### src/core/ocsl_regs.vh
// constants for the octal serial card address and strap logic
// Operation
// RULE_01: the eight channels occupy window offsets 00h..3Fh, eight locations each, in order.
// RULE_02: the combined interrupt status register decodes at window offset 40h.
// RULE_03: reading the status register shows which channels have an interrupt pending.
// RULE_04: host offsets reach only the eight standard registers of each channel, never the extended ones.
// RULE_05: after each reset the block writes the extended registers that set automatic direction.
// RULE_06: the direction straps are sampled only at reset and changes wait for the next reset.
// RULE_07: two line mode straps select 2-wire RS485, 4-wire RS485, RS422 or RS232 per channel.
// RULE_08: channels are configured independently and automatic direction applies only in 2-wire RS485.
// RULE_09: the UART baud reference runs at 1.8432 MHz.
// RULE_10: divisor 1 gives 115200 baud in the normal range and 921600 in the eightfold range.
// RULE_11: the range strap feeds the UART an eightfold clock, otherwise the normal clock.
// RULE_12: the block claims exactly one I/O space holding channels and status register.
// RULE_13: the host places the base anywhere in the 64K I/O space; no strap chooses it.
// RULE_14: 16-bit vendor and device codes appear in configuration space.
// RULE_15: each visible group acts as a plain 16550/16750 compatible UART.
// RULE_16: all channel interrupts combine onto the single host interrupt line.
// RULE_17: bit n of the status register reports channel n, and reading it has no side effect.
`ifndef OCSL_REGS_VH
`define OCSL_REGS_VH
// ---------------------------------------------
// window layout
// ---------------------------------------------
`define OCSL_CHAN_LAST_OFS 7'h3F
`define OCSL_ISR_OFS 7'h40
`define OCSL_WIN_SIZE 17'h00080
`define OCSL_BAR_MASK 16'hFF80
// ---------------------------------------------
// configuration space
// ---------------------------------------------
`define OCSL_CFG_ID_OFS 6'h00
`define OCSL_CFG_CMD_OFS 6'h01
`define OCSL_CFG_BAR_OFS 6'h04
`define OCSL_CFG_IRQ_OFS 6'h0F
// identity codes: arbitrary values
`define OCSL_VENDOR_ID 16'h1234
`define OCSL_DEVICE_ID 16'h5678
`define OCSL_CMD_IO_BIT 0
// ---------------------------------------------
// uart extended register programming
// ---------------------------------------------
`define OCSL_EXT_BIT 3
`define OCSL_EXT_DIR_OFS 3'h3
`define OCSL_EXT_DIR_ON 8'h20
`define OCSL_EXT_DIR_OFF 8'h00
// ---------------------------------------------
// line modes
// ---------------------------------------------
`define OCSL_MODE_485_2W 2'h0
`define OCSL_MODE_485_4W 2'h1
`define OCSL_MODE_422 2'h2
`define OCSL_MODE_232 2'h3
// ---------------------------------------------
// timing
// ---------------------------------------------
`define OCSL_BAUD_REF_HZ 1843200
`define OCSL_CLK_HZ 25000000
`define OCSL_PHASE_BITS 24
`define OCSL_WR_CYCLES 4'h3
`endif

### src/core/ocsl_baud_nco.v
// phase accumulator that makes one baud reference clock
`timescale 1ns/1ns
module ocsl_baud_nco #(
	parameter [23:0] STEP = 24'h000001
) (
	// clock and reset
	input wire clk,
	input wire reset_n,
	// clock out
	output reg clk_out
);
`include "ocsl_regs.vh"
reg [`OCSL_PHASE_BITS-1:0] phase;
// carry out gives one tick per reference period; a square wave taken from the
// top phase bit would alias once the rate passes half the bus clock
wire [`OCSL_PHASE_BITS:0] sum = {1'b0, phase} + {1'b0, STEP};
always @(posedge clk or negedge reset_n) begin
	if (!reset_n) begin
		phase <= 24'h000000;
		clk_out <= 1'b0;
	end else begin
		phase <= sum[`OCSL_PHASE_BITS-1:0];
		clk_out <= sum[`OCSL_PHASE_BITS];
	end
end
endmodule

### src/core/ocsl_card.v
// octal serial card address decode, strap sampling and uart setup
`timescale 1ns/1ns
module ocsl_card (
	// clock and reset
	input wire clk,
	input wire reset_n,
	// host i/o cycle
	input wire io_req,
	input wire io_wr,
	input wire [15:0] io_addr,
	input wire [7:0] io_wdata,
	output reg io_ack,
	output reg [7:0] io_rdata,
	// host configuration cycle
	input wire cfg_req,
	input wire cfg_wr,
	input wire [5:0] cfg_dword,
	input wire [31:0] cfg_wdata,
	output reg cfg_ack,
	output reg [31:0] cfg_rdata,
	// host interrupt line, low while asserted
	output reg host_int_n,
	// uart bus
	output reg uart_cs_n,
	output reg uart_wr_n,
	output reg uart_rd_n,
	output reg [2:0] uart_chan,
	output reg [3:0] uart_addr,
	output reg [7:0] uart_wdata,
	input wire [7:0] uart_rdata,
	input wire [7:0] uart_int,
	// straps, high when the jumper is in
	input wire [7:0] line_mode_strap_first,
	input wire [7:0] line_mode_strap_second,
	input wire [7:0] auto_direction_strap,
	input wire eightfold_baud_range_strap,
	// per channel line mode and direction, shared baud reference
	output reg [15:0] line_mode,
	output reg [7:0] automatic_transmit_direction_alias,
	output reg uart_baud_clk,
	// setup finished
	output reg init_done
);
`include "ocsl_regs.vh"
localparam [63:0] STEP_X1_FULL = (`OCSL_BAUD_REF_HZ * 64'd16777216) / `OCSL_CLK_HZ;
localparam [63:0] STEP_X8_FULL = (`OCSL_BAUD_REF_HZ * 64'd134217728) / `OCSL_CLK_HZ;
localparam [23:0] STEP_X1 = STEP_X1_FULL[23:0]; // RULE_09
localparam [23:0] STEP_X8 = STEP_X8_FULL[23:0]; // RULE_11
localparam [1:0] ST_INIT = 2'h0;
localparam [1:0] ST_IDLE = 2'h1;
localparam [1:0] ST_XFER = 2'h2;
localparam [1:0] ST_DONE = 2'h3;
// ---------------------------------------------
// pin synchronisers
// ---------------------------------------------
reg [24:0] strap_s1, strap_s2;
reg [7:0] int_s1, int_s2;
reg [7:0] rdata_s1, rdata_s2;
always @(posedge clk or negedge reset_n) begin
	if (!reset_n) begin
		strap_s1 <= 25'h0000000;
		strap_s2 <= 25'h0000000;
		int_s1 <= 8'h00;
		int_s2 <= 8'h00;
		rdata_s1 <= 8'h00;
		rdata_s2 <= 8'h00;
	end else begin
		strap_s1 <= {eightfold_baud_range_strap, auto_direction_strap,
			line_mode_strap_second, line_mode_strap_first};
		strap_s2 <= strap_s1;
		int_s1 <= uart_int;
		int_s2 <= int_s1;
		rdata_s1 <= uart_rdata;
		rdata_s2 <= rdata_s1;
	end
end
// ---------------------------------------------
// baud reference
// ---------------------------------------------
wire ref_x1, ref_x8;
ocsl_baud_nco #(.STEP(STEP_X1)) u_nco_x1 (.clk(clk), .reset_n(reset_n), .clk_out(ref_x1));
ocsl_baud_nco #(.STEP(STEP_X8)) u_nco_x8 (.clk(clk), .reset_n(reset_n), .clk_out(ref_x8));
// ---------------------------------------------
// state and registers
// ---------------------------------------------
reg [1:0] state;
reg [3:0] settle;
reg [3:0] chan_idx;
reg [3:0] wait_cnt;
reg [7:0] dir_latched;
reg range_x8;
reg bar_io_en;
reg [15:0] bar_base;
reg [7:0] irq_line;
reg pend_rd;
integer i;
wire [15:0] ofs = io_addr - bar_base;
wire hit = bar_io_en && (io_addr[15:7] == bar_base[15:7]); // RULE_12 RULE_13
wire hit_chan = hit && (ofs[6:0] <= `OCSL_CHAN_LAST_OFS); // RULE_01
wire hit_isr = hit && (ofs[6:0] == `OCSL_ISR_OFS); // RULE_02
// mode decode per channel, first strap in high bit
function [1:0] mode_of;
	input f;
	input s;
	begin
		case ({f, s})
			2'b10: mode_of = `OCSL_MODE_485_2W;
			2'b01: mode_of = `OCSL_MODE_485_4W;
			2'b11: mode_of = `OCSL_MODE_422;
			default: mode_of = `OCSL_MODE_232;
		endcase
	end
endfunction
always @(posedge clk or negedge reset_n) begin
	if (!reset_n) begin
		state <= ST_INIT;
		settle <= 4'h0;
		chan_idx <= 4'h0;
		wait_cnt <= 4'h0;
		dir_latched <= 8'h00;
		range_x8 <= 1'b0;
		line_mode <= 16'h0000;
		automatic_transmit_direction_alias <= 8'h00;
		bar_io_en <= 1'b0;
		bar_base <= 16'h0000;
		irq_line <= 8'h00;
		io_ack <= 1'b0;
		io_rdata <= 8'h00;
		cfg_ack <= 1'b0;
		cfg_rdata <= 32'h00000000;
		host_int_n <= 1'b1;
		uart_cs_n <= 1'b1;
		uart_wr_n <= 1'b1;
		uart_rd_n <= 1'b1;
		uart_chan <= 3'h0;
		uart_addr <= 4'h0;
		uart_wdata <= 8'h00;
		uart_baud_clk <= 1'b0;
		init_done <= 1'b0;
		pend_rd <= 1'b0;
	end else begin
		io_ack <= 1'b0;
		cfg_ack <= 1'b0;
		host_int_n <= ~(|int_s2); // RULE_16
		uart_baud_clk <= range_x8 ? ref_x8 : ref_x1; // RULE_10 RULE_11
		// configuration space
		if (cfg_req && !cfg_ack) begin
			cfg_ack <= 1'b1;
			cfg_rdata <= 32'h00000000;
			case (cfg_dword)
				`OCSL_CFG_ID_OFS: cfg_rdata <= {`OCSL_DEVICE_ID, `OCSL_VENDOR_ID}; // RULE_14
				`OCSL_CFG_CMD_OFS: begin
					cfg_rdata <= {31'h00000000, bar_io_en};
					if (cfg_wr)
						bar_io_en <= cfg_wdata[`OCSL_CMD_IO_BIT];
				end
				`OCSL_CFG_BAR_OFS: begin
					// bit 0 high marks an i/o space window
					cfg_rdata <= {16'h0000, bar_base[15:1], 1'b1};
					if (cfg_wr)
						bar_base <= cfg_wdata[15:0] & `OCSL_BAR_MASK; // RULE_13
				end
				`OCSL_CFG_IRQ_OFS: begin
					cfg_rdata <= {24'h000108, irq_line};
					if (cfg_wr)
						irq_line <= cfg_wdata[7:0];
				end
				default: cfg_rdata <= 32'h00000000;
			endcase
		end
		case (state)
			ST_INIT: begin
				// let the strap synchronisers fill, then latch once
				settle <= settle + 4'h1;
				if (settle == 4'h3) begin
					dir_latched <= strap_s2[23:16]; // RULE_06
					range_x8 <= strap_s2[24]; // RULE_11
					for (i = 0; i < 8; i = i + 1)
						line_mode[2*i +: 2] <= mode_of(strap_s2[i], strap_s2[8+i]); // RULE_07
					chan_idx <= 4'h0;
					wait_cnt <= 4'h0;
					state <= ST_DONE;
				end
			end
			ST_DONE: begin
				// one extended write per channel, no host i/o access meanwhile
				uart_cs_n <= 1'b0;
				uart_chan <= chan_idx[2:0];
				uart_addr <= {1'b1, `OCSL_EXT_DIR_OFS}; // RULE_05
				uart_wdata <= (dir_latched[chan_idx[2:0]] &&
					line_mode[2*chan_idx[2:0] +: 2] == `OCSL_MODE_485_2W) ?
					`OCSL_EXT_DIR_ON : `OCSL_EXT_DIR_OFF; // RULE_08
				uart_wr_n <= (wait_cnt == `OCSL_WR_CYCLES);
				wait_cnt <= wait_cnt + 4'h1;
				if (wait_cnt == `OCSL_WR_CYCLES) begin
					uart_cs_n <= 1'b1;
					automatic_transmit_direction_alias[chan_idx[2:0]] <=
						dir_latched[chan_idx[2:0]] &&
						line_mode[2*chan_idx[2:0] +: 2] == `OCSL_MODE_485_2W;
					wait_cnt <= 4'h0;
					chan_idx <= chan_idx + 4'h1;
					if (chan_idx == 4'h7) begin
						init_done <= 1'b1;
						state <= ST_IDLE;
					end
				end
			end
			ST_IDLE: begin
				if (io_req && !io_ack && hit_isr) begin
					io_ack <= 1'b1;
					io_rdata <= io_wr ? 8'h00 : int_s2; // RULE_03 RULE_17
				end else if (io_req && !io_ack && hit_chan) begin
					uart_cs_n <= 1'b0;
					uart_chan <= ofs[5:3];
					uart_addr <= {1'b0, ofs[2:0]}; // RULE_04 RULE_15
					uart_wdata <= io_wdata;
					uart_wr_n <= ~io_wr;
					uart_rd_n <= io_wr;
					pend_rd <= ~io_wr;
					wait_cnt <= 4'h0;
					state <= ST_XFER;
				end else if (io_req && !io_ack && hit) begin
					io_ack <= 1'b1;
					io_rdata <= 8'h00;
				end
			end
			ST_XFER: begin
				// strobe held, then sample read data through the synchroniser
				wait_cnt <= wait_cnt + 4'h1;
				if (wait_cnt == `OCSL_WR_CYCLES) begin
					uart_cs_n <= 1'b1;
					uart_wr_n <= 1'b1;
					uart_rd_n <= 1'b1;
					io_ack <= 1'b1;
					io_rdata <= pend_rd ? rdata_s2 : 8'h00;
					state <= ST_IDLE;
				end
			end
			default: state <= ST_INIT;
		endcase
	end
end
endmodule

### config.mk
export PLATFORM = sky130hd
export DESIGN_NAME = ocsl_card
export DESIGN_NICKNAME = d
export VERILOG_FILES = /design/src/core/ocsl_baud_nco.v /design/src/core/ocsl_card.v
export VERILOG_INCLUDE_DIRS = /design/src /design/src/core
export SDC_FILE = /design/constraint.sdc
export NUM_CORES = 1
export LEC_CHECK = 0
export BUFFER_PORTS_ARGS = -buffer_cell sky130_fd_sc_hd__buf_4
export CAP_MARGIN = 15
export CORE_UTILIZATION = 55
export DETAILED_ROUTE_END_ITERATION = 8
export GPL_TIMING_DRIVEN = 1
export PLACE_DENSITY = 0.91
export RECOVER_POWER = 50
export SETUP_SLACK_MARGIN = 0.4
export SLEW_MARGIN = 20
export SYNTH_ARGS = -nofsm -noshare
export SYNTH_HDL_FRONTEND = slang
export SYNTH_SLANG_ARGS = --single-unit
### constraint.sdc
create_clock -name clk -period 3.2 [get_ports clk]
set_input_delay 0 -clock clk [delete_from_list [all_inputs] [get_ports clk]]
set_output_delay 0 -clock clk [all_outputs]
set_load 0.01 [all_outputs]
# Word-level counts from Yosys, hierarchy flattened
# Cells that the tools add are included.
# word_totals
mem_bits_rw,0
mem_count,0
latchBits,0
register_bits,261
rom_bits,0
# op_classes
n_bitwise,3
mul,0
n_eq_ne,43
reduce_logical,34
addsub,6
muxes,62
magnitude_cmp,3
shifts,1
div_mod_pow,0
# op_table
cell,count
31-bit one-hot mux with 4 select lines,1
8-bit 2-to-1 mux,8
2-bit one-hot mux with 3 select lines,8
"2-bit == test, second input constant",18
8-bit one-hot mux with 2 select lines,2
4-bit 2-to-1 mux,7
"24-bit by 21-bit adder with 25-bit output, second input constant",1
"24-bit by 24-bit adder with 25-bit output, second input constant",1
3-bit AND reduction,8
"2-bit by 1-bit == test with 1-bit output, second input constant",9
4-bit one-hot mux with 2 select lines,2
4-bit one-hot mux with 4 select lines,1
16-bit by 5-bit variable part select with 2-bit output,1
1-bit 2-to-1 mux,15
"4-bit by 1-bit adder with 4-bit output, second input constant",3
2-bit 2-to-1 mux,6
"2-bit != test, second input constant",6
4-bit AND reduction,3
1-bit logical AND,10
9-bit == test,1
8-bit bitwise mux,1
"4-bit by 2-bit == test with 1-bit output, second input constant",2
2-bit one-hot mux with 4 select lines,1
8-bit OR reduction,1
25 further kinds,36

# Depth between registers and ports, before layout
# Gate-level depths: netlist of run 1.
# logic_depth
depth_word,7
depth_mapped,9

# Cells and area by module
# Synthesis of run 1 repeated with hierarchy kept, for this count alone.
# hier_totals
cells_unflattened,852
hier_area_um2,10114.7
# by_module_without_submodules
module,area_per_inst_um2,cells_per_inst,seq_area_each_um2,n_inst
ocsl_card,7890.1,642,4934.7,1
ocsl_baud_nco at u_nco_x8,1118.6,104,575.6,1
ocsl_baud_nco at u_nco_x1,1106.1,106,600.6,1

# Least setup slack after synthesis of run 1
# OpenSTA, ideal clock, no wires.
# synth_timing
kind,reg2reg
from,register wait_cnt[0]
to,register io_rdata[0]
synth_period_minus_slack_ns,2.398
arrival_time_ns,2.273
path_buffers,1
slack_ns,0.802
stages_incl_launch_ff,8
t_required_ns,3.075
cell_sequence,dfrtp_1 ha_1 or3b_2 clkbuf_1 nand2_1 or3b_1 o32ai_4 mux2_2
# synth_between
elab_chain_cells,3
# synth_rtl
element,line,rtl
from (decl),ocsl_card.v:89,reg [3:0] wait_cnt;
from (signal assigned),ocsl_card.v:194,wait_cnt <= wait_cnt + 4'h1;
from (signal assigned),ocsl_card.v:229,wait_cnt <= wait_cnt + 4'h1;
4-bit by 2-bit == test with 1-bit output (no line),-,
2-bit != test (no line),-,
4-bit AND reduction (no line),-,
to (signal assigned),ocsl_card.v:211,io_rdata <= io_wr ? 8'h00 : int_s2;
to (signal assigned),ocsl_card.v:235,io_rdata <= pend_rd ? rdata_s2 : 8'h00;
to (decl),ocsl_card.v:13,"output reg [7:0] io_rdata,"
# No other way between the ends.
# A chain may end at the register's enable or synchronous reset.

# Final worst setup path of run 1
# layout_timing
from,register wait_cnt[0]
to,register io_rdata[6]
# Same word-level chain as after synthesis.

==> results.sh, run 1 <==
export IMPL_grt_max_degree=112
export IMPL_pwr_density_cell_nw_per_um2=652.8
export IMPL_path_class="flip-flop to flip-flop"
export IMPL_post_route_drc_count=0
export IMPL_antenna_found_initial=1
export IMPL_worstPathArrival_ns=3.13
export IMPL_rr_endpoint="io_rdata[6]"
export IMPL_grt_use_total_pct=28.42
export IMPL_combinationalPowerShare_pct=18.5
export IMPL_leakage_nw=5.985
export IMPL_yosysSeqAreaShare_pct=61.82
export IMPL_clockBufferDepth=3
export IMPL_crit_chain="ha_1 -> or3b_2 -> nand2_1 -> or3b_1 -> o32ai_4 -> mux2_2"
export IMPL_synth_edf_count=0
export IMPL_slew_viol_final=0
export IMPL_drtAntennaViolNets=0
export IMPL_netSwitchingPower_mw=2.443
export IMPL_synth_flop_cell="dfrtp_1"
export IMPL_vias=7626
export IMPL_ys_async_sr_fraction_pct=100.0
export IMPL_drv_cap=0
export IMPL_rows=48
export IMPL_synthTopCellsByArea="dfrtp_1 (61%), nand2_1 (4.5%), mux2_2 (4.3%), ha_1 (3.3%), o21ai_0 (2.9%)"
export IMPL_crit_path_start_kind="flip-flop"
export IMPL_drt_pass1_iter_count=8
export IMPL_seqPwrFrac_pct=44.3
export IMPL_finalCritPeriodShare_pct=85.69
export IMPL_fmax_mhz=364.7
export IMPL_post_cts_buffers=0
export IMPL_end_kind="flip-flop"
export IMPL_nFillCells=1165
export IMPL_synth_top_cell_by_area="dfrtp_1"
export IMPL_setup_viol=0
export IMPL_routed_wl_um=25500
export IMPL_cts_clk_slew_worst_paths_ns=0.07
export IMPL_rsz0062_at_grt="no"
export IMPL_worstRegToRegCells=6
export IMPL_nets=1243
export IMPL_status="complete, no violations"
export IMPL_path_max_fanout=8
export IMPL_avgSynthCellArea_um2=11.77
export IMPL_netlist_area_leader_share_pct=60.76
export IMPL_syn2layout_area_growth_pct=30.38
export IMPL_fin_area_um2=12890
export IMPL_die_area_um2=18510
export IMPL_netlist_area_um2=9884
export IMPL_critical_path_endpoint="io_rdata[6]"
export IMPL_pwr_share_clk_pct=37.2
export IMPL_wl_per_cell_um=18.86
export IMPL_grt_overflow=0
export IMPL_die_w_um=136.1
export IMPL_root_buffer="clkbuf_16"
export IMPL_via_per_inst=5.641
export IMPL_cts_buffers=25
export IMPL_skew_ns=0.01887
export IMPL_peakVddDrop_mv=0.4420
export IMPL_cts_sinks=244
export IMPL_place_hpwl_um=14710
export IMPL_core_um2=17420
export IMPL_cts_tree="built"
export IMPL_tns_ns=0
export IMPL_die_height_um=136.1
export IMPL_insertion_delay_ns=0.52
export IMPL_critPathLaunch="wait_cnt[0]"
export IMPL_tightest_slew_ns=1.197
export IMPL_hp_class="input pin to async pin"
export IMPL_grt_pass1_wl_um=40790
export IMPL_hold_viol=0
export IMPL_start_util_pct=56.75
export IMPL_r2r_start="wait_cnt[0]"
export IMPL_period_minus_slack_ns=2.742
export IMPL_drt_iter0_drc=538
export IMPL_cpPeakStageDelay_ns=0.57
export IMPL_grt_pass1_vias=7904
export IMPL_intPower_mw=5.970
export IMPL_reg2reg_slack_ns=0.46
export IMPL_placed_cell_area_um2=11390
export IMPL_swShare_pct=29.04
export IMPL_final_cell_mix="dfrtp_1 (240), nand2_1 (118), dlygate4sd3_1 (87)"
export IMPL_max_slew_margin_pct=20.18
export IMPL_synth_warnings=0
export IMPL_numPortBuffers=172
export IMPL_ys_types=67
export IMPL_slowest_stage="or3b_2"
export IMPL_synth_cells=840
export IMPL_ys_ff_latch=244
export IMPL_htreeDepth=1
export IMPL_layout_drive_gt1_share_pct=18.92
export IMPL_final_common_cell="dfrtp_1"
export IMPL_critPathRequiredTime_ns=3.59
export IMPL_place_congestion=0.7935
export IMPL_io_pin_count=196
repair_timing:
| item | CTS | global route |
|---|---|---|
| hold endpoints to repair | 194 | 0 |
| endpoints found under the setup margin | 0 | 5 |
| hold buffers | 87 | 0 |
| gates resized for setup | 0 | 1 |
sequential cells by signal, indices dropped and copies added (netlist names), 9 cells and up:
name,flops
line_mode,16
u_nco_x8.phase,22
u_nco_x1.phase,23
cfg_rdata,18
bar_base,9
strap_s1,25
strap_s2,25
worst max-delay path: cells and delay by family (launching register included):
kind	cells	cell delay [ns]
and+or+nand+nor	3	1.24
DFF	1	0.42
muxes	1	0.42
AOI/OAI and AO/OA	1	0.32
adders and majority gates	1	0.24
through the flow:
stage	worst slack, ns	power (mW)	cells	hold WS (ns)	util [%]
detailed placement	0.5615	5.310	1219	0.1088	65.40
global placement	0.6212	5.222	1219	0.1008	65.40
CTS	0.5249	8.500	1351	0.04189	75.48
finish	0.4579	8.412	1352	0.09990	73.99
global route	0.4166	8.745	1352	0.1392	73.99
floorplan	0.8021	4.584	846	-0.2956	-
cell usage after synthesis (2+ instances only):
| library cell | count |
|---|---|
| or3_1 | 2 |
| o41ai_1 | 2 |
| xnor2_1 | 23 |
| or3b_2 | 3 |
| dfrtp_1 | 240 |
| a21oi_1 | 21 |
| buf_4 | 15 |
| dfstp_2 | 4 |
| nand2b_1 | 8 |
| nor4_1 | 10 |
| o21bai_1 | 2 |
| nor2b_1 | 8 |
| a21o_1 | 2 |
| nand2_1 | 118 |
| ha_1 | 26 |
| a22o_1 | 6 |
| a211oi_1 | 3 |
| or2_2 | 3 |
| xor2_1 | 21 |
| nor3_1 | 20 |
| mux4_2 | 2 |
| a31oi_1 | 10 |
| nand3_1 | 15 |
| inv_1 | 43 |
| o31ai_1 | 12 |
| and2_1 | 4 |
| a221oi_1 | 3 |
| a21boi_0 | 2 |
| buf_1 | 2 |
| clkbuf_1 | 18 |
| o21a_1 | 4 |
| mux2_2 | 38 |
| or4_1 | 7 |
| nand4_1 | 6 |
| nor2_1 | 34 |
| nand3b_1 | 4 |
| clkinv_1 | 2 |
| o21ai_0 | 57 |
| nor3b_1 | 3 |
| mux2i_1 | 10 |
power by group through the flow:
stage | Clock (mW) | Combinational (mW) | Sequential [mW]
after global placement | 0 | 1.48 | 3.74
final | 3.13 | 1.56 | 3.73
after global routing | 3.29 | 1.70 | 3.76
after detailed placement | 0 | 1.54 | 3.77
after CTS | 3.13 | 1.66 | 3.72
after floorplan | 0 | 0.813 | 3.77
how the worst min path moves through the flow:
stage                 start                               endpoint  slack (ns)  cells past startpoint
6_report            reset_n                           cfg_rdata[6]         0.1                      2
3_3_place_gp        reset_n                            irq_line[6]        0.10                      1
5_1_grt        cfg_dword[1]                           cfg_rdata[6]        0.14                      6
2_1_floorplan       reset_n  automatic_transmit_direction_alias[0]       -0.30                      0
4_1_cts        cfg_dword[1]                           cfg_rdata[6]        0.04                      6
3_5_place_dp        reset_n                           cfg_rdata[6]        0.11                      1
layout make-up:
cell class | instances | area (um2) | share of cell area, %
flip-flops and latches | 244 | 6111 | 47.42
diodes | 1 | 2.502 | 0.01942
multi-input cells | 521 | 3445 | 26.73
clock buffers | 33 | 715.7 | 5.553
inverters | 45 | 168.9 | 1.311
repair buffers | 271 | 1993 | 15.47
well taps | 225 | 281.5 | 2.184
clock inverters | 12 | 170.2 | 1.320
routing by layer:
metal  vias to the layer above  wire, um  global-route usage (%)  part of all wire (%)
li1                       3418         -                       -                     -
met1                      3765      9599                   34.28                    38
met2                       331     13170                   49.38                    52
met3                       112      1344                   3.654                   5.3
met4                         0      1392                   15.62                   5.5
met5                         -         0                       0                     0
cell families (layout without fill, tap and decap cells):
| group | count (synthesis) | after routing | synth area share (%) |
|---|---|---|---|
| AO/OA/AOI/OAI | 143 | 143 | 9.431 |
| XOR/XNOR | 44 | 44 | 3.899 |
| adder cells (fa/ha/maj) | 26 | 26 | 3.291 |
| buffers and inverters | 81 | 361 | 3.658 |
| flip-flops | 244 | 244 | 61.82 |
| multiplexers | 50 | 50 | 5.797 |
| other | 1 | 8 | 0.03794 |
| AND/OR/NAND/NOR | 251 | 251 | 12.06 |
(Power assumes the default switching activity.)
==> run 2: changes to the inputs <==
- CORE_UTILIZATION: 55 -> 30
- PLACE_DENSITY: 0.91 -> 0.61
- clock period: 3.2 -> 2.3 ns (I/O delays scaled with it)
==> run 2 against run 1 <==
  * The flow now finishes with violations (capacitance limit, slew limit, setup timing)
  * Flip-flop and latch count did not move
  * Power rose by 51%
  * Critical path depth decreased by 1
  * Critical endpoint is now wait_cnt[3]
==> results.sh, run 2 (synthesis results as in run 1) <==
export IMPL_status="finished, violations left"
export IMPL_violations="capacitance limit, slew limit, setup timing"
export IMPL_wl_per_cell_um=14.53
export IMPL_rr_endpoint="wait_cnt[3]"
export IMPL_drt_pass1_iter_count=4
export IMPL_grt_use_total_pct=13.63
export IMPL_syn2layout_area_growth_pct=44.18
export IMPL_worstRegToRegCells=5
export IMPL_die_height_um=183.5
export IMPL_instances_no_fill=1614
export IMPL_crit_path_start_kind="flip-flop"
export IMPL_skew_ns=0.01989
export IMPL_nFillCells=2997
export IMPL_nets=1287
export IMPL_drv_cap=1
export IMPL_end_kind="flip-flop"
export IMPL_post_route_drc_count=0
export IMPL_netSwitchingPower_mw=3.625
export IMPL_htreeDepth=1
export IMPL_leakage_nw=6.639
export IMPL_reg2reg_slack_ns=-0.03
export IMPL_hold_viol=0
export IMPL_crit_chain="xor2_1 -> or4_4 -> o41a_1 -> or3_4 -> o31ai_2"
export IMPL_intPower_mw=9.105
export IMPL_peakVddDrop_mv=0.5209
export IMPL_vias=7200
export IMPL_via_per_inst=4.461
export IMPL_final_common_cell="dfrtp_1"
export IMPL_rows=66
export IMPL_whs_path_depth=5
export IMPL_fin_hold_ws_ns=0.06019
export IMPL_tns_ns=-0.03477
export IMPL_insertion_delay_ns=0.55
export IMPL_cts_buffers=27
export IMPL_drtAntennaViolNets=0
export IMPL_path_class="flip-flop to flip-flop"
export IMPL_period_minus_slack_ns=2.335
export IMPL_fin_area_um2=14250
export IMPL_seqPwrFrac_pct=40.8
export IMPL_pwr_density_cell_nw_per_um2=893.3
export IMPL_path_max_fanout=5
export IMPL_hp_start="cfg_dword[5]"
export IMPL_slowest_stage="or4_4"
export IMPL_core_um2=32450
export IMPL_final_core_util_pct=43.91
export IMPL_clockBufferDepth=3
export IMPL_drt_iter0_drc=224
export IMPL_cts_tree="built"
export IMPL_slew_viol_final=81
export IMPL_grt_pass1_vias=7467
export IMPL_cpPeakStageDelay_ns=0.55
export IMPL_finalCritPeriodShare_pct=101.5
export IMPL_numPortBuffers=172
export IMPL_path_delay_family="simple AND/OR/NAND/NOR gates"
export IMPL_critPathLaunch="bar_base[12]"
export IMPL_critPathRequiredTime_ns=2.74
export IMPL_antenna_found_initial=0
export IMPL_antenna_diode_count=0
export IMPL_worst_path_stages=5
export IMPL_combinationalPowerShare_pct=22.1
export IMPL_swShare_pct=28.48
export IMPL_cts_clk_slew_worst_paths_ns=0.06
export IMPL_worstPathArrival_ns=2.77
export IMPL_final_cell_mix="dfrtp_1 (240), buf_4 (176), nand2_1 (106)"
export IMPL_hp_class="input pin to flip-flop"
export IMPL_grt_pass1_wl_um=37580
export IMPL_dp_cells=1457
export IMPL_biggestRegsByFlops="strap_s1 x25, strap_s2 x25, u_nco_x1.phase x23"
export IMPL_io_pin_count=196
export IMPL_whs_endpoint="cfg_rdata[12]"
export IMPL_layout_drive_gt1_share_pct=33.36
export IMPL_timing_critical_path_buf_inv=0
export IMPL_placed_cell_area_um2=11960
export IMPL_start_util_pct=30.46
export IMPL_die_w_um=183.5
export IMPL_grt_overflow=0
export IMPL_root_buffer="clkbuf_16"
export IMPL_die_area_um2=33680
export IMPL_max_slew_margin_pct=-33.19
export IMPL_fmax_mhz=428.3
export IMPL_tightest_slew_ns=1.998
export IMPL_routed_wl_um=23460
export IMPL_cts_sinks=244
export IMPL_setup_viol=1
export IMPL_r2r_start="bar_base[12]"
export IMPL_setup_slack_ns=-0.03477
export IMPL_rsz0062_at_grt="yes"
export IMPL_place_congestion=0.7873
export IMPL_pwr_share_clk_pct=37.2
export IMPL_grt_max_degree=81
export IMPL_place_hpwl_um=15730
==> run 2: changes by cell type in the layout (fill, tap and decap cells not counted), moves of 5 or more <==
| cell | delta |
|---|---|
| a21oi_1 | -5 |
| a21oi_2 | +5 |
| buf_4 | +104 |
| buf_6 | +7 |
| clkbuf_1 | -70 |
| mux2_2 | -8 |
| mux2_4 | +9 |
| nand2_1 | -12 |
| nand2_2 | +11 |
| o21ai_0 | -22 |
| o21ai_1 | +18 |
| or4_4 | +5 |
==> run 2: routing by layer <==
layer,share of wire [%],wire length [um],up-vias,track usage [%]
li1,-,-,3514,-
met1,44,10330,3511,17.59
met2,50,11660,135,23.11
met3,4.0,945,40,2.278
met4,2.2,525,0,4.633
met5,0,0,-,0
==> run 2: worst max-delay path by stage <==
stage,endpoint,slack (ns)
2_1_floorplan,io_rdata[0],-0.002
3_3_place_gp,state[1],0.04
3_5_place_dp,wait_cnt[3],-0.004
4_1_cts,wait_cnt[3],-0.05
5_1_grt,wait_cnt[3],-0.11
6_report,wait_cnt[3],-0.03
==> run 2: power by group through the flow <==
stage | logic [mW] | clock network (mW) | registers (mW)
final | 2.81 | 4.73 | 5.19
after global routing | 3.10 | 5.05 | 5.26
after CTS | 2.64 | 4.87 | 5.18
after detailed placement | 2.46 | 0 | 5.25
after global placement | 2.42 | 0 | 5.24
after floorplan | 1.23 | 0 | 5.25
==> run 2: area by class of cell <==
cell class | count | area (um2) | share of cell area [%]
flip-flops and latches | 244 | 6111 | 42.88
inverters | 45 | 168.9 | 1.185
repair buffers | 311 | 2579 | 18.09
well taps | 442 | 553.0 | 3.881
clock buffers | 32 | 714.4 | 5.013
multi-input cells | 523 | 3849 | 27.01
clock inverters | 17 | 276.5 | 1.940
==> run 2: stage by stage <==
step                      setup slack [ns]  total power [mW]
after floorplan                  -0.001831             6.484
after CTS                         -0.04509             12.68
after global placement             0.03936             7.658
after detailed placement         -0.003588             7.704
after global routing               -0.1091             13.41
final                             -0.03477             12.73
==> run 2: what timing repair did <==
item / 4_1_cts / 5_1_grt
gates cloned: 0 / 2
setup endpoints to repair: 56 / 89
resized for setup: 24 / 54
hold buffers: 83 / 0
pin swaps: 8 / 17
endpoints found under the hold margin: 325 / 0
setup buffers: 11 / 12
==> run 2: worst register-to-register path: stages (launching register included) <==
cell,delay (ns)
dfrtp_1,0.38
xor2_1,0.18
or4_4,0.55
o41a_1,0.53
or3_4,0.38
o31ai_2,0.20
==> run 3: changes to the inputs <==
- SYNTH_HIERARCHICAL: default -> 1
==> run 3 against run 2 <==
  * Clock power barely moved
  * Largest power group unchanged
  * Core utilization fell by 0.56 points
  * Fmax rose by 14%
  * Global-route usage rose by 0.50 points
  * Clock skew fell by 0.011 ns
  * Critical endpoint is now automatic_transmit_direction_alias[0]
  * Area after synthesis rose by 2.3%
  * Highest routed layer unchanged
  * Final cell count did not move
  * Synthesized cell count rose by 1.4%
  * Flip-flop and latch count did not move
  * Final area barely moved
  * The run ends with capacitance limit, slew limit left
  * Sequential power fell by 8.5%
  * Combinational power fell by 23%
==> results.sh, run 3 <==
export IMPL_cts_clk_slew_worst_paths_ns=0.06
export IMPL_path_class="flip-flop to flip-flop"
export IMPL_numPortBuffers=172
export IMPL_ys_async_sr_fraction_pct=100.0
export IMPL_status="finished, violations left"
export IMPL_grt_use_total_pct=14.14
export IMPL_antenna_diode_count=0
export IMPL_synth_most_common_cell="dfrtp_1"
export IMPL_synthTopCellsByArea="dfrtp_1 (59%), mux2_2 (4.1%), nand2_1 (3.7%), ha_1 (3.2%), o21ai_0 (2.5%)"
export IMPL_netlist_area_um2=10110
export IMPL_antenna_found_initial=0
export IMPL_via_per_inst=4.566
export IMPL_r2r_start="wait_cnt[0]"
export IMPL_worstPathArrival_ns=2.46
export IMPL_setup_viol=0
export IMPL_layout_drive_gt1_share_pct=31.66
export IMPL_period_minus_slack_ns=2.044
export IMPL_rows=66
export IMPL_drtAntennaViolNets=0
export IMPL_reg2reg_slack_ns=0.26
export IMPL_vias=7369
export IMPL_nFillCells=3048
export IMPL_violations="capacitance limit, slew limit"
export IMPL_skew_ns=0.009149
export IMPL_drt_iter0_drc=235
export IMPL_slew_viol_final=71
export IMPL_finalCritPeriodShare_pct=88.87
export IMPL_root_buffer="clkbuf_16"
export IMPL_ys_types=78
export IMPL_grt_pass1_vias=7475
export IMPL_biggestRegsByFlops="strap_s1 x25, strap_s2 x25, u_nco_x1/phase x23"
export IMPL_htreeDepth=1
export IMPL_avgSynthCellArea_um2=11.87
export IMPL_nets=1285
export IMPL_path_max_fanout=4
export IMPL_dp_cells=1455
export IMPL_final_common_cell="dfrtp_1"
export IMPL_grt_overflow=0
export IMPL_cts_tree="built"
export IMPL_hp_start="cfg_dword[3]"
export IMPL_fmax_mhz=489.2
export IMPL_syn2layout_area_growth_pct=40.86
export IMPL_rsz0062_at_grt="yes"
export IMPL_grt_pass1_wl_um=38820
export IMPL_tns_ns=0
export IMPL_insertion_delay_ns=0.54
export IMPL_synth_cells=852
export IMPL_die_height_um=185.6
export IMPL_crit_path_start_kind="flip-flop"
export IMPL_drt_pass1_iter_count=4
export IMPL_instances_no_fill=1614
export IMPL_place_hpwl_um=16320
export IMPL_critPathRequiredTime_ns=2.72
export IMPL_worstRegToRegCells=6
export IMPL_cts_buffers=29
export IMPL_pwr_density_cell_nw_per_um2=819.1
export IMPL_synth_flop_cell="dfrtp_1"
export IMPL_crit_chain="ha_2 -> or3b_4 -> buf_6 -> or3_4 -> nor3_2 -> mux2_2"
export IMPL_end_kind="flip-flop"
export IMPL_ys_ff_latch=244
export IMPL_die_area_um2=34450
export IMPL_synth_warnings=6
export IMPL_clockBufferDepth=3
export IMPL_whs_endpoint="cfg_rdata[6]"
export IMPL_whs_path_depth=6
export IMPL_post_route_drc_count=0
export IMPL_hold_viol=0
export IMPL_rr_endpoint="automatic_transmit_direction_alias[0]"
export IMPL_cpPeakStageDelay_ns=0.39
export IMPL_die_w_um=185.6
export IMPL_routed_wl_um=24480
export IMPL_drv_cap=1
export IMPL_start_util_pct=30.78
export IMPL_final_cell_mix="dfrtp_1 (237), buf_4 (168), nand2_1 (99)"
export IMPL_io_pin_count=196
export IMPL_tightest_slew_ns=1.940
export IMPL_hp_class="input pin to flip-flop"
export IMPL_synth_top_cell_by_area="dfrtp_1"
export IMPL_grt_max_degree=73
export IMPL_slowest_stage="or3b_4"
export IMPL_peakVddDrop_mv=0.4497
export IMPL_final_core_util_pct=43.35
export IMPL_cts_sinks=244
export IMPL_yosysSeqAreaShare_pct=60.42
export IMPL_synth_edf_count=0
export IMPL_netlist_area_leader_share_pct=59.38
export IMPL_finalPower_mw=11.67
export IMPL_synthTopCellsByCount="dfrtp_1 (240), nand2_1 (99), o21ai_0 (50)"
export IMPL_leakage_nw=6.580
export IMPL_max_slew_margin_pct=-29.34
export IMPL_place_congestion=0.7932
export IMPL_wl_per_cell_um=15.17
export IMPL_core_um2=32870
==> run 3: worst max-delay path, delay by kind of cell (launching register included) <==
family	cells	cell delay [ns]
AND/OR/NAND/NOR	3	0.91
adder cells (fa/ha/maj)	1	0.19
multiplexers	1	0.34
flip-flops	1	0.36
buffers and inverters	1	0.13
==> run 3: logic make-up after synthesis <==
family,Yosys count,synth area share [%]
simple gates,253,12.52
flops,244,60.42
compound gates,158,10.60
buf+inv,77,3.550
mux,49,5.554
xor+xnor,44,4.107
fa+ha+maj,26,3.216
other cells,1,0.03707
==> run 3: report_power, final <==
part	switching [mW]	internal (mW)	leakage [nW]
sequential	0.174	4.58	3.00
clock	1.80	2.95	0.487
combinational	1.13	1.03	3.09
total	3.11	8.56	6.58
==> run 3: metrics by stage <==
step	area (um2)	hold slack [ns]	worst slack [ns]
after floorplan	10180	-0.2956	0.2041
after global placement	12030	0.02100	0.1673
after detailed placement	12030	0.02377	0.1565
after CTS	14110	0.04675	0.2779
after global routing	14250	0.1050	0.1154
final	14250	0.07529	0.2560
==> run 3: worst max path at each step <==
stage                startpoint                               endpoint  slack (ns)  cells after the start
floorplan                io_ack                            io_rdata[1]        0.20                      6
global placement    chan_idx[0]  automatic_transmit_direction_alias[6]        0.17                      5
detailed placement  chan_idx[0]  automatic_transmit_direction_alias[4]        0.16                      5
CTS                 bar_base[7]                          uart_wdata[6]        0.28                      7
global route            reset_n                            strap_s2[4]        0.12                      3
finish              wait_cnt[0]  automatic_transmit_direction_alias[0]        0.26                      6
==> run 3: timing repair <==
action | in CTS | in global routing
pin swaps | 12 | 12
setup buffers | 18 | 5
hold buffers | 83 | 0
endpoints found under the setup margin | 33 | 74
resized for setup | 25 | 29
endpoints found under the hold margin | 298 | 0
==> run 3: layer usage <==
layer	vias up	track usage, %	wire (um)
li1	3544	-	-
met1	3559	18.26	10730
met2	220	23.96	11580
met3	46	2.700	1627
met4	0	4.164	551
met5	-	0	0
==> run 3: layout make-up <==
class / count / area, um2 / share of cell area, %
clock buffer: 40 / 827.0 / 5.805
clock inverter: 13 / 176.4 / 1.238
inverter: 34 / 127.6 / 0.8958
multi-input combinational: 537 / 3891 / 27.31
sequential: 244 / 6115 / 42.92
tap: 442 / 553.0 / 3.882
timing repair buffer: 304 / 2557 / 17.95
